<file path="config.mk">
export PLATFORM = sky130hd
export DESIGN_NAME = abscc_top
export DESIGN_NICKNAME = d
export VERILOG_FILES = /design/src/core/abscc_scan_step.v /design/src/core/abscc_top.v
export VERILOG_INCLUDE_DIRS = /design/src /design/src/core
export SDC_FILE = /design/constraint.sdc
export NUM_CORES = 1
export LEC_CHECK = 0
export ABC_AREA = 0
export ABC_CLOCK_PERIOD_IN_PS = 17500
export BUFFER_PORTS_ARGS = -buffer_cell sky130_fd_sc_hd__buf_4
export CAP_MARGIN = 20
export CELL_PAD_IN_SITES_DETAIL_PLACEMENT = 0
export CELL_PAD_IN_SITES_GLOBAL_PLACEMENT = 2
export CORE_MARGIN = 5
export CORE_UTILIZATION = 39
export CTS_CLUSTER_DIAMETER = 120
export DETAILED_ROUTE_END_ITERATION = 7
export HOLD_SLACK_MARGIN = 0.02
export PLACE_DENSITY = 0.86
export SLEW_MARGIN = 15
export SYNTH_ARGS = -nofsm -noshare
export SYNTH_HDL_FRONTEND = slang
export SYNTH_HIERARCHICAL = 1
export SYNTH_SLANG_ARGS = --single-unit
</file>
<file path="constraint.sdc">
create_clock -name i_core_clk -period 17.5 [get_ports i_core_clk]
set_input_delay 0.875 -clock i_core_clk [delete_from_list [all_inputs] [get_ports i_core_clk]]
set_output_delay 0.875 -clock i_core_clk [all_outputs]
set_load 0.02 [all_outputs]
</file>
<file path="src/core/abscc_map.vh">
// Purpose: constants of the converter buffer and scan control block
// Assumes: 32-bit Avalon-MM slave, word addressing by byte offset
// Notes: bit positions and reset values of the control register
`ifndef ABSCC_MAP_VH
`define ABSCC_MAP_VH

`define ABSCC_OFS_CTRL2      4'h0
`define ABSCC_OFS_STAT       4'h4
`define ABSCC_OFS_IRQ_EN     4'h8
`define ABSCC_OFS_IRQ_CLR    4'hc

`define ABSCC_BIT_REF_HI     15
`define ABSCC_BIT_REF_LO     13
`define ABSCC_BIT_OFFSET_CALIBRATION_ENABLE     12
`define ABSCC_BIT_CHIDX      11
`define ABSCC_BIT_SCAN       10
`define ABSCC_BIT_FILLST     7
`define ABSCC_BIT_SPI_HI     5
`define ABSCC_BIT_SPI_LO     2
`define ABSCC_BIT_SPLIT      1

`define ABSCC_CTRL2_WMASK    32'h0000fc3e
`define ABSCC_CTRL2_RESET    32'h00000000

`define ABSCC_BUF_WORDS      22
`define ABSCC_HALF_WORDS     11
`define ABSCC_LAST_WORD      5'h15
`define ABSCC_HALF_LAST      5'h0a
`define ABSCC_HALF_FIRST     5'h0b

`define ABSCC_REF_ANALOG_SUPPLY_REFERENCE_ANALOG_GROUND_REFERENCE  3'h0
`define ABSCC_REF_ANALOG_SUPPLY_REFERENCE_EXTN  3'h1
`define ABSCC_REF_EXTP_ANALOG_GROUND_REFERENCE  3'h2
`define ABSCC_REF_EXTP_EXTN  3'h3

`define ABSCC_READ_LAT       1

`endif

</file>
<file path="src/core/abscc_scan_step.v">
// Purpose: picks the next input to scan from a 32-bit scan mask
// Assumes: i_mask one bit per input, i_cur the input just converted
// Notes: wraps round to the lowest set bit; zero mask keeps i_cur
`timescale 1ns/1ps
module abscc_scan_step (
  input  wire [31:0] i_mask,
  input  wire [4:0]  i_cur,
  output reg  [4:0]  o_next
);
  integer k;
  reg     found;
  reg [5:0] idx;
  always @*
  begin
    o_next = i_cur;
    found  = 1'b0;
    idx    = 6'h00;
    for (k = 1; k <= 32; k = k + 1)
    begin
      idx = {1'b0, i_cur} + k[5:0];
      if (!found && i_mask[idx[4:0]])
      begin
        o_next = idx[4:0];
        found  = 1'b1;
      end
    end
  end
endmodule

</file>
<file path="src/core/abscc_top.v">
// Purpose: converter control register two: reference, calibration, scan, buffer
// Assumes: converter core reports each result with i_conv_done and
//          each completed sample/convert sequence with i_seq_done
// Notes: registers over Avalon-MM, one wait cycle on every access
// Overview of operation
// - reference field picks supply/ground or external pins; 1xx is unused.
// - calibration bit ties sample-and-hold inputs to negative reference.
// - channel-indexed bit stores result at its channel slot (channels above 21 at slot 21), else FIFO order.
// - split mode uses two 11-word halves, otherwise one 22-word buffer.
// - fill status reads 1 while filling upper half, 0 while lower half.
// - four-bit field in bits 5..2 sets sequences per interrupt; 0 each.
// - unimplemented control bits ignore writes and read as zero.
//
// Decided for this implementation: the address map and the Avalon-MM slave port.
`timescale 1ns/1ps
`include "abscc_map.vh"
module abscc_top (
  input  wire        i_core_clk,
  input  wire        i_nrst,
  input  wire [3:0]  i_avs_address,
  input  wire        i_avs_read,
  input  wire        i_avs_write,
  input  wire [31:0] i_avs_writedata,
  input  wire [3:0]  i_avs_byteenable,
  output reg  [31:0] o_avs_readdata,
  output wire        o_avs_waitrequest,
  input  wire [4:0]  i_chan_fixed,
  input  wire [31:0] i_scan_mask,
  input  wire        i_conv_done,
  input  wire [9:0]  i_conv_result,
  input  wire        i_seq_done,
  output reg  [1:0]  o_ref_pos_sel,
  output reg  [1:0]  o_ref_neg_sel,
  output wire        o_sha_to_neg_ref,
  output wire [4:0]  o_sha_pos_chan,
  output reg         o_buf_we,
  output reg  [4:0]  o_buf_addr,
  output reg  [9:0]  o_buf_wdata,
  output wire        o_irq
);
  reg  [31:0] ctrl2_r;
  reg  [31:0] ctrl2_nxt;
  reg         ack_r;
  reg  [3:0]  seq_cnt_r;
  reg  [4:0]  wr_ptr_r;
  reg  [4:0]  scan_ch_r;
  reg  [1:0]  stat_r;
  reg  [1:0]  irq_en_r;
  reg         overrun_r;
  wire [4:0]  scan_nxt;
  wire [3:0]  spi_field;
  wire        split_mode;
  wire        fill_hi;
  wire        chan_idx;
  wire        scan_en;
  wire        seq_irq;
  wire        acc;
  wire        wr_hit;
  wire [4:0]  cur_chan;
  wire [4:0]  half_base;
  wire [4:0]  half_last;
  wire [31:0] be_mask;

  assign spi_field  = ctrl2_r[`ABSCC_BIT_SPI_HI:`ABSCC_BIT_SPI_LO];
  assign split_mode = ctrl2_r[`ABSCC_BIT_SPLIT];
  assign fill_hi    = ctrl2_r[`ABSCC_BIT_FILLST];
  assign chan_idx   = ctrl2_r[`ABSCC_BIT_CHIDX];
  assign scan_en    = ctrl2_r[`ABSCC_BIT_SCAN];

  // bus handshake: one wait cycle then acknowledge
  assign acc               = (i_avs_read | i_avs_write) & ~ack_r;
  assign o_avs_waitrequest = (i_avs_read | i_avs_write) & ~ack_r;
  assign wr_hit            = i_avs_write & ack_r;

  genvar g;
  generate
    for (g = 0; g < 4; g = g + 1)
    begin : g_be
      assign be_mask[g*8+7:g*8] = {8{i_avs_byteenable[g]}};
    end
  endgenerate

  always @(posedge i_core_clk or negedge i_nrst)
  begin
    if (!i_nrst)
      ack_r <= 1'b0;
    else
      ack_r <= acc;
  end

  // reference pair decode
  always @*
  begin
    case (ctrl2_r[`ABSCC_BIT_REF_HI:`ABSCC_BIT_REF_LO])
      `ABSCC_REF_ANALOG_SUPPLY_REFERENCE_ANALOG_GROUND_REFERENCE:
      begin
        o_ref_pos_sel = 2'h0;
        o_ref_neg_sel = 2'h0;
      end
      `ABSCC_REF_ANALOG_SUPPLY_REFERENCE_EXTN:
      begin
        o_ref_pos_sel = 2'h0;
        o_ref_neg_sel = 2'h1;
      end
      `ABSCC_REF_EXTP_ANALOG_GROUND_REFERENCE:
      begin
        o_ref_pos_sel = 2'h1;
        o_ref_neg_sel = 2'h0;
      end
      `ABSCC_REF_EXTP_EXTN:
      begin
        o_ref_pos_sel = 2'h1;
        o_ref_neg_sel = 2'h1;
      end
      default:
      begin
        o_ref_pos_sel = 2'h0;
        o_ref_neg_sel = 2'h0;
      end
    endcase
  end

  // input path
  assign o_sha_to_neg_ref = ctrl2_r[`ABSCC_BIT_OFFSET_CALIBRATION_ENABLE];
  assign cur_chan         = scan_en ? scan_ch_r : i_chan_fixed;
  assign o_sha_pos_chan   = cur_chan;

  abscc_scan_step u_scan (
    .i_mask (i_scan_mask),
    .i_cur  (scan_ch_r),
    .o_next (scan_nxt)
  );

  // sequence counter and interrupt point
  assign seq_irq = i_seq_done && (seq_cnt_r == spi_field);

  always @(posedge i_core_clk or negedge i_nrst)
  begin
    if (!i_nrst)
      seq_cnt_r <= 4'h0;
    else if (seq_irq)
      seq_cnt_r <= 4'h0;
    else if (i_seq_done)
      seq_cnt_r <= seq_cnt_r + 4'h1;
  end

  always @(posedge i_core_clk or negedge i_nrst)
  begin
    if (!i_nrst)
      scan_ch_r <= 5'h00;
    else if (!scan_en)
      scan_ch_r <= i_chan_fixed;
    else if (i_conv_done)
      scan_ch_r <= scan_nxt;
  end

  // fill window of the buffer
  assign half_base = (split_mode && fill_hi) ? `ABSCC_HALF_FIRST : 5'h00;
  assign half_last = split_mode ? (fill_hi ? `ABSCC_LAST_WORD : `ABSCC_HALF_LAST)
                                : `ABSCC_LAST_WORD;

  always @(posedge i_core_clk or negedge i_nrst)
  begin
    if (!i_nrst)
      wr_ptr_r <= 5'h00;
    else if (seq_irq)
    begin
      if (split_mode)
        wr_ptr_r <= fill_hi ? 5'h00 : `ABSCC_HALF_FIRST;
      else
        wr_ptr_r <= 5'h00;
    end
    else if (i_conv_done && !chan_idx)
    begin
      if (wr_ptr_r >= half_last)
        wr_ptr_r <= half_base;
      else
        wr_ptr_r <= wr_ptr_r + 5'h01;
    end
  end

  // result write strobe
  always @(posedge i_core_clk or negedge i_nrst)
  begin
    if (!i_nrst)
    begin
      o_buf_we    <= 1'b0;
      o_buf_addr  <= 5'h00;
      o_buf_wdata <= 10'h000;
    end
    else
    begin
      o_buf_we    <= i_conv_done;
      o_buf_wdata <= i_conv_result;
      if (chan_idx)
        o_buf_addr <= (cur_chan > `ABSCC_LAST_WORD) ? `ABSCC_LAST_WORD
                                                     : cur_chan;
      else
        o_buf_addr <= wr_ptr_r;
    end
  end

  // control register two
  always @*
  begin
    ctrl2_nxt = ctrl2_r;
    if (wr_hit && i_avs_address == `ABSCC_OFS_CTRL2)
      ctrl2_nxt = (ctrl2_r & ~(`ABSCC_CTRL2_WMASK & be_mask)) |
                  (i_avs_writedata & `ABSCC_CTRL2_WMASK & be_mask);
    if (!ctrl2_nxt[`ABSCC_BIT_SPLIT])
      ctrl2_nxt[`ABSCC_BIT_FILLST] = 1'b0;
    else if (seq_irq && split_mode)
      ctrl2_nxt[`ABSCC_BIT_FILLST] = ~fill_hi;
    else
      ctrl2_nxt[`ABSCC_BIT_FILLST] = fill_hi;
  end

  always @(posedge i_core_clk or negedge i_nrst)
  begin
    if (!i_nrst)
      ctrl2_r <= `ABSCC_CTRL2_RESET;
    else
      ctrl2_r <= ctrl2_nxt;
  end

  // interrupt status: bit0 sequence interrupt, bit1 overrun of the FIFO fill
  always @(posedge i_core_clk or negedge i_nrst)
  begin
    if (!i_nrst)
      overrun_r <= 1'b0;
    else
      overrun_r <= i_conv_done && !chan_idx && !seq_irq && (wr_ptr_r >= half_last);
  end

  always @(posedge i_core_clk or negedge i_nrst)
  begin
    if (!i_nrst)
    begin
      stat_r   <= 2'h0;
      irq_en_r <= 2'h0;
    end
    else
    begin
      if (wr_hit && i_avs_address == `ABSCC_OFS_IRQ_EN && i_avs_byteenable[0])
        irq_en_r <= i_avs_writedata[1:0];
      if (wr_hit && i_avs_address == `ABSCC_OFS_IRQ_CLR && i_avs_byteenable[0])
        stat_r <= (stat_r & ~i_avs_writedata[1:0]) | {overrun_r, seq_irq};
      else
        stat_r <= stat_r | {overrun_r, seq_irq};
    end
  end

  assign o_irq = |(stat_r & irq_en_r);

  // read data
  always @(posedge i_core_clk or negedge i_nrst)
  begin
    if (!i_nrst)
      o_avs_readdata <= 32'h00000000;
    else if (i_avs_read && !ack_r)
    begin
      case (i_avs_address)
        `ABSCC_OFS_CTRL2:   o_avs_readdata <= ctrl2_r & `ABSCC_CTRL2_WMASK | 
                                              {24'h000000, fill_hi, 7'h00};
        `ABSCC_OFS_STAT:    o_avs_readdata <= {30'h00000000, stat_r};
        `ABSCC_OFS_IRQ_EN:  o_avs_readdata <= {30'h00000000, irq_en_r};
        default:            o_avs_readdata <= 32'h00000000;
      endcase
    end
  end
endmodule

</file>
# Word level (Yosys, flattened, before mapping)
# Cells that the tools add are included.
# totals
ff_bits	100
input_bits	93
out_inout_bits	60
word_cells	340
# op_classes
add_sub_neg	34
magnitude_cmp	34
n_eq_ne	10
muxes	149
n_bitwise	15
reduce_logical	84
# op_table
operator	n
$mux W5	42
$lt A5 B6 Y1 const B	32
$bmux W1 S5	32
$pmux W32 S3	1
$add A5 B5 Y5 const B	16
$mux W1	67
$logic_and A1 B1 Y1	43
$add A5 B4 Y5 const B	8
$logic_not A1 Y1	34
$ne A33 B1 Y1 const B	1
$and A16 B32 Y32	1
$and A32 B32 Y32	1
$not A16 Y32	1
$or A32 B32 Y32	1
$add A5 B3 Y5 const B	4
$mux W4	5
$or A16 B8 Y16	1
$add A5 B1 Y5 const B	3
$add A5 B2 Y5 const B	2
$eq A4 B4 Y1 const B	2
$eq A3 B2 Y1 const B	2
$reduce_or A2 Y1	3
$ge A5 B5 Y1	1
$gt A5 B5 Y1 const B	1
other kinds (16)	22

# Longest topological paths before layout
# logic_depth
depth_word	99
mapped_depth	25
mapped_depth_nobuf	16

# Modules after synthesis
# The synthesis kept the hierarchy.
# by_module_without_submodules
mod	instances	cells_each	area_per_inst_um2	seq_area_each_um2
abscc_scan_step	1	754	6378.6	0.0
abscc_top	1	276	2866.5	1526.5

# Worst setup path before layout
# OpenSTA, ideal clock, no wires.
# synth_timing
path_type	register -> register
startpoint	reg scan_ch_r[1]
endpoint	reg scan_ch_r[2]
setup_time_ns	0.077
arrival_time_ns	6.795
required_time_ns	17.423
path_slack_ns	10.627
path_stages_with_launch	24
n_path_buf	8
synth_period_minus_slack_ns	6.873
cell_sequence	dfrtp_1 buf_6 buf_2 buf_2 buf_2 clkbuf_1 clkinv_1 ha_1 clkbuf_1 clkbuf_1 mux4_2 mux4_2 mux2_2 or4_4 nor4_4 buf_6 nand4_4 or3_4 o2bb2ai_2 nand2_1 a211o_1 o221ai_2 mux2i_1 a21oi_1
# synth_between
elab_chain_cells	99
elab_cells_between_ends	225
cone_classes	add/sub: 32; eq/ne: 1; mux: 129; reduce/logical: 63
# synth_lines
item	line_no	text
from (decl)	abscc_top.v:46	reg [4:0] scan_ch_r;
from (signal assigned)	abscc_top.v:152	scan_ch_r <= i_chan_fixed;
from (signal assigned)	abscc_top.v:154	scan_ch_r <= scan_nxt;
$add A5 B1 Y5	abscc_scan_step.v:20	idx = {1'b0, i_cur} + k[5:0];
$bmux W1 S5	abscc_scan_step.v:21	if (!found && i_mask[idx[4:0]])
$mux W1 (not written as such)	abscc_scan_step.v:21	
$mux W1	abscc_scan_step.v:21	
$logic_not A1 Y1	abscc_scan_step.v:21	
$logic_and A1 B1 Y1	abscc_scan_step.v:21	
$mux W1	abscc_scan_step.v:21	
$logic_not A1 Y1	abscc_scan_step.v:21	
[... 84 more ...]	--	
$logic_and A1 B1 Y1	abscc_scan_step.v:21	
$mux W1	abscc_scan_step.v:21	
$logic_not A1 Y1	abscc_scan_step.v:21	
$logic_and A1 B1 Y1	abscc_scan_step.v:21	
$mux W5 *	abscc_scan_step.v:21	
named net scan_nxt[2]	abscc_top.v:50	wire [4:0] scan_nxt;
$mux W5 *	abscc_top.v:153	else if (i_conv_done)
$mux W5 *	abscc_top.v:151	else if (!scan_en)
# The timed path passes the listed nets; every way through them passes the cells marked *. The select of a mux whose other input is x is not followed.
# A chain may end at the register's enable or synchronous reset.

# Worst setup path in the final report
# layout_timing
startpoint	reg scan_ch_r[0]
endpoint	reg scan_ch_r[2]
# Same word-level chain as after synthesis.

==> run metrics <==
pin count of the biggest net entering global routing 66; final-report max-slew violation count 0; final routed wirelength across all metal layers 34300 µm; I/O Buffers 109; share of the cycle needed by the critical path after routing 39.2%; net count reported at finish 1216; detail-routed via count per cell 6.36; die height 164 µm; gpl congestion 0.980; top fanout value on the critical path 17; Post-Route Utilization 45.0%; Floorplan Core Area 23400 µm²; Seq/Total Area, Yosys 16.5%; register clock-pin slew on the reported worst setup and hold paths 0.05 ns; clock tree skew after final layout 0.00659 ns; most frequent standard cell in the layout excluding fill and tap cells buf_4; final setup vio count 0; total die area 26900 µm²; synthesized area per cell 8.98 µm²; Max H-tree Level 3; number of antenna-violating nets in the routed design 0; count of clock tree sinks 61; post-cts repair resize count 0; register bit total from synthesis 61; category of the worst setup path launch point flop; number of antenna violations at the first check in global routing 0; combined global-route utilization of all metal layers 24.9%; power density cells 173 nW/µm²; Critical Path RT 17.75 ns; Tightest Hold Check Type flop to flop; number of buffers inserted during clock tree synthesis 9; I/O pin total 153; die width 164 µm; number of placement rows 56; share of post-route cells with drive strength above 1 27.2%; headroom to the max-slew limit 23.5%; Async SR Flop Fraction 100%; Wirelength per Cell 24.0 µm; Worst Setup End Kind flop; clock period minus worst slack 6.86 ns; Skew-Pair Late Insertion Delay 0.32 ns; Post-Synthesis Cells 1030; category of the most critical setup path flop to flop; total via count after detailed routing 9084; maximum vdd ir drop 0.0000951 V; static power due to leakage 4.34 nW; series of cell instances along the critical path inv_1, ha_1, buf_4, inv_2, mux4_2, nor3_1, o41ai_1, buf_4, nor4_1, nand4_1, nor3_1, a221oi_1, o2111ai_1, a21oi_1, a211o_1, o221ai_2, mux2i_1, a21oi_1; post-route setup TNS 0 ns; top_reg_cell synth dfrtp_1; number of warnings reported in the yosys synthesis log 6; data arrival time at the worst-slack endpoint 7.10 ns; global-route wire length before repair 51800 µm; count of distinct cell types in the synthesized netlist 80; clock tree buffer depth 2; HPWL after DPL 26100 µm; post-CTS repair timing setup buffer count 0; highest-count cells in the layout ignoring fill and taps buf_4 (129), nand2_1 (117), mux2i_1 (90), mux4_2 (75), dfrtp_1 (59); post-synthesis to final-layout area growth 13.8%; Hold-fix buffers, CTS 0; EDFF count, synth 0; summed instance area of the synthesized netlist 9250 µm²; RSZ-0062 raised after global routing false; detailed router's first-iteration violation count 854; starting density of the core 39.5%; vias in the first global route 8757; ant diodes 0; highest clock rate 146 MHz; cell with the largest stage delay on the worst path nor3_1; remaining design rule violation count 0; result of the run finished clean; number of hold-slack violations in the final timing report 0; delay of the slowest critical-path stage 0.89 ns; cell at the root of the clock tree clkbuf_16; first drt pass iteration count 6; gr ovfl total 0; pin slew with the least headroom to its limit 1.14 ns; Maximum Capacitance Violations 0; CTS tree built
stage by stage:
stage	cells	power [mW]	worst slack, ns	hold slack, ns	area [µm²]
6_report	1429	1.82	10.64	0.445	10500
5_1_grt	1429	1.92	10.29	0.464	10500
4_1_cts	1429	1.77	10.74	0.455	10500
3_5_place_dp	1413	1.61	10.79	0.443	10300
3_3_place_gp	1413	1.62	10.63	0.450	10300
2_1_floorplan	1050	1.19	10.63	0.404	9320
power by group:
group / internal, mW / switching, mW
registers: 0.167 / 0.0313
logic: 0.558 / 0.905
clock network: 0.0946 / 0.0601
Yosys cell counts, drive strengths merged, types with 6 or more instances:
cell type,number,share of area [%]
and3,8,0.54
a21boi,7,0.57
nand3,32,1.7
clkbuf,44,1.8
a22oi,6,0.49
or3,8,0.65
a221oi,10,1.1
o21ai,46,2.5
a31oi,11,0.74
dfrtp,61,17
o22ai,6,0.41
nand4,17,1.3
buf,41,3.0
nor2b,12,0.81
o211ai,21,1.7
nand3b,8,0.65
ha,18,2.4
o221ai,7,0.80
a21o,7,0.57
nand2,117,4.8
mux2i,90,9.7
nor2,57,2.3
a211oi,7,0.57
xnor2,30,2.8
and2,12,0.83
o31ai,8,0.65
mux4,75,18
xor2,10,0.95
nand2b,13,0.88
a21oi,49,2.7
a2111oi,6,0.57
nor3,23,1.2
nor4,7,0.70
mux2,58,7.1
inv,30,1.2
kinds of logic (layout without fill, tap and decap cells):
kind of cell,after synthesis,after routing,synth area share [%]
simple gates,333,333,18.1
flops,61,61,16.5
mux,223,223,35.1
compound gates,236,236,17.9
buf+inv,117,177,6.05
other cells,1,21,0.0406
xor+xnor,40,40,3.79
fa+ha+maj,19,19,2.54
critical path, delay by kind of cell, from the launching register on:
family,cells,cell delay [ns]
AND/OR/NAND/NOR,4,2.14
AO/OA/AOI/OAI,7,1.27
adder cells (fa/ha/maj),1,0.55
flip-flops,1,0.55
multiplexers,2,0.72
buffers and inverters,4,1.50
final timing paths:
| kind | startpoint | to | slack, ns | cells after the start |
|---|---|---|---|---|
| min in group asynchronous | i_nrst | o_avs_readdata[15] | 0.63 | 1 |
| worst max register to register | scan_ch_r[0] | scan_ch_r[2] | 10.64 | 18 |
| worst max-delay path | scan_ch_r[0] | scan_ch_r[2] | 10.64 | 18 |
| worst min register to register | overrun_r | stat_r[1] | 0.45 | 1 |
| worst min-delay path | overrun_r | stat_r[1] | 0.45 | 1 |
| max in group asynchronous | i_nrst | scan_ch_r[0] | 16.28 | 1 |
per-layer routing:
metal | global-route usage, % | wire (µm) | vias to the layer above | share of wire [%]
met2 | 37.2 | 15100 | 483 | 44
met4 | 9.95 | 1490 | 0 | 4.3
met1 | 34.7 | 14500 | 4411 | 42
li1 | - | - | 4102 | -
met5 | 0 | 0 | - | 0
met3 | 6.25 | 3180 | 88 | 9.3
layout make-up:
cell class	instances	area (µm²)
Clock inverter	5	27.5
Sequential cell	61	1530
Tap cell	319	399
Multi-Input combinational cell	872	7240
Inverter	32	120
Fill cell	2351	12900
Clock buffer	11	233
Timing Repair Buffer	129	968
No activity file was read; power rests on OpenSTA's default activity.
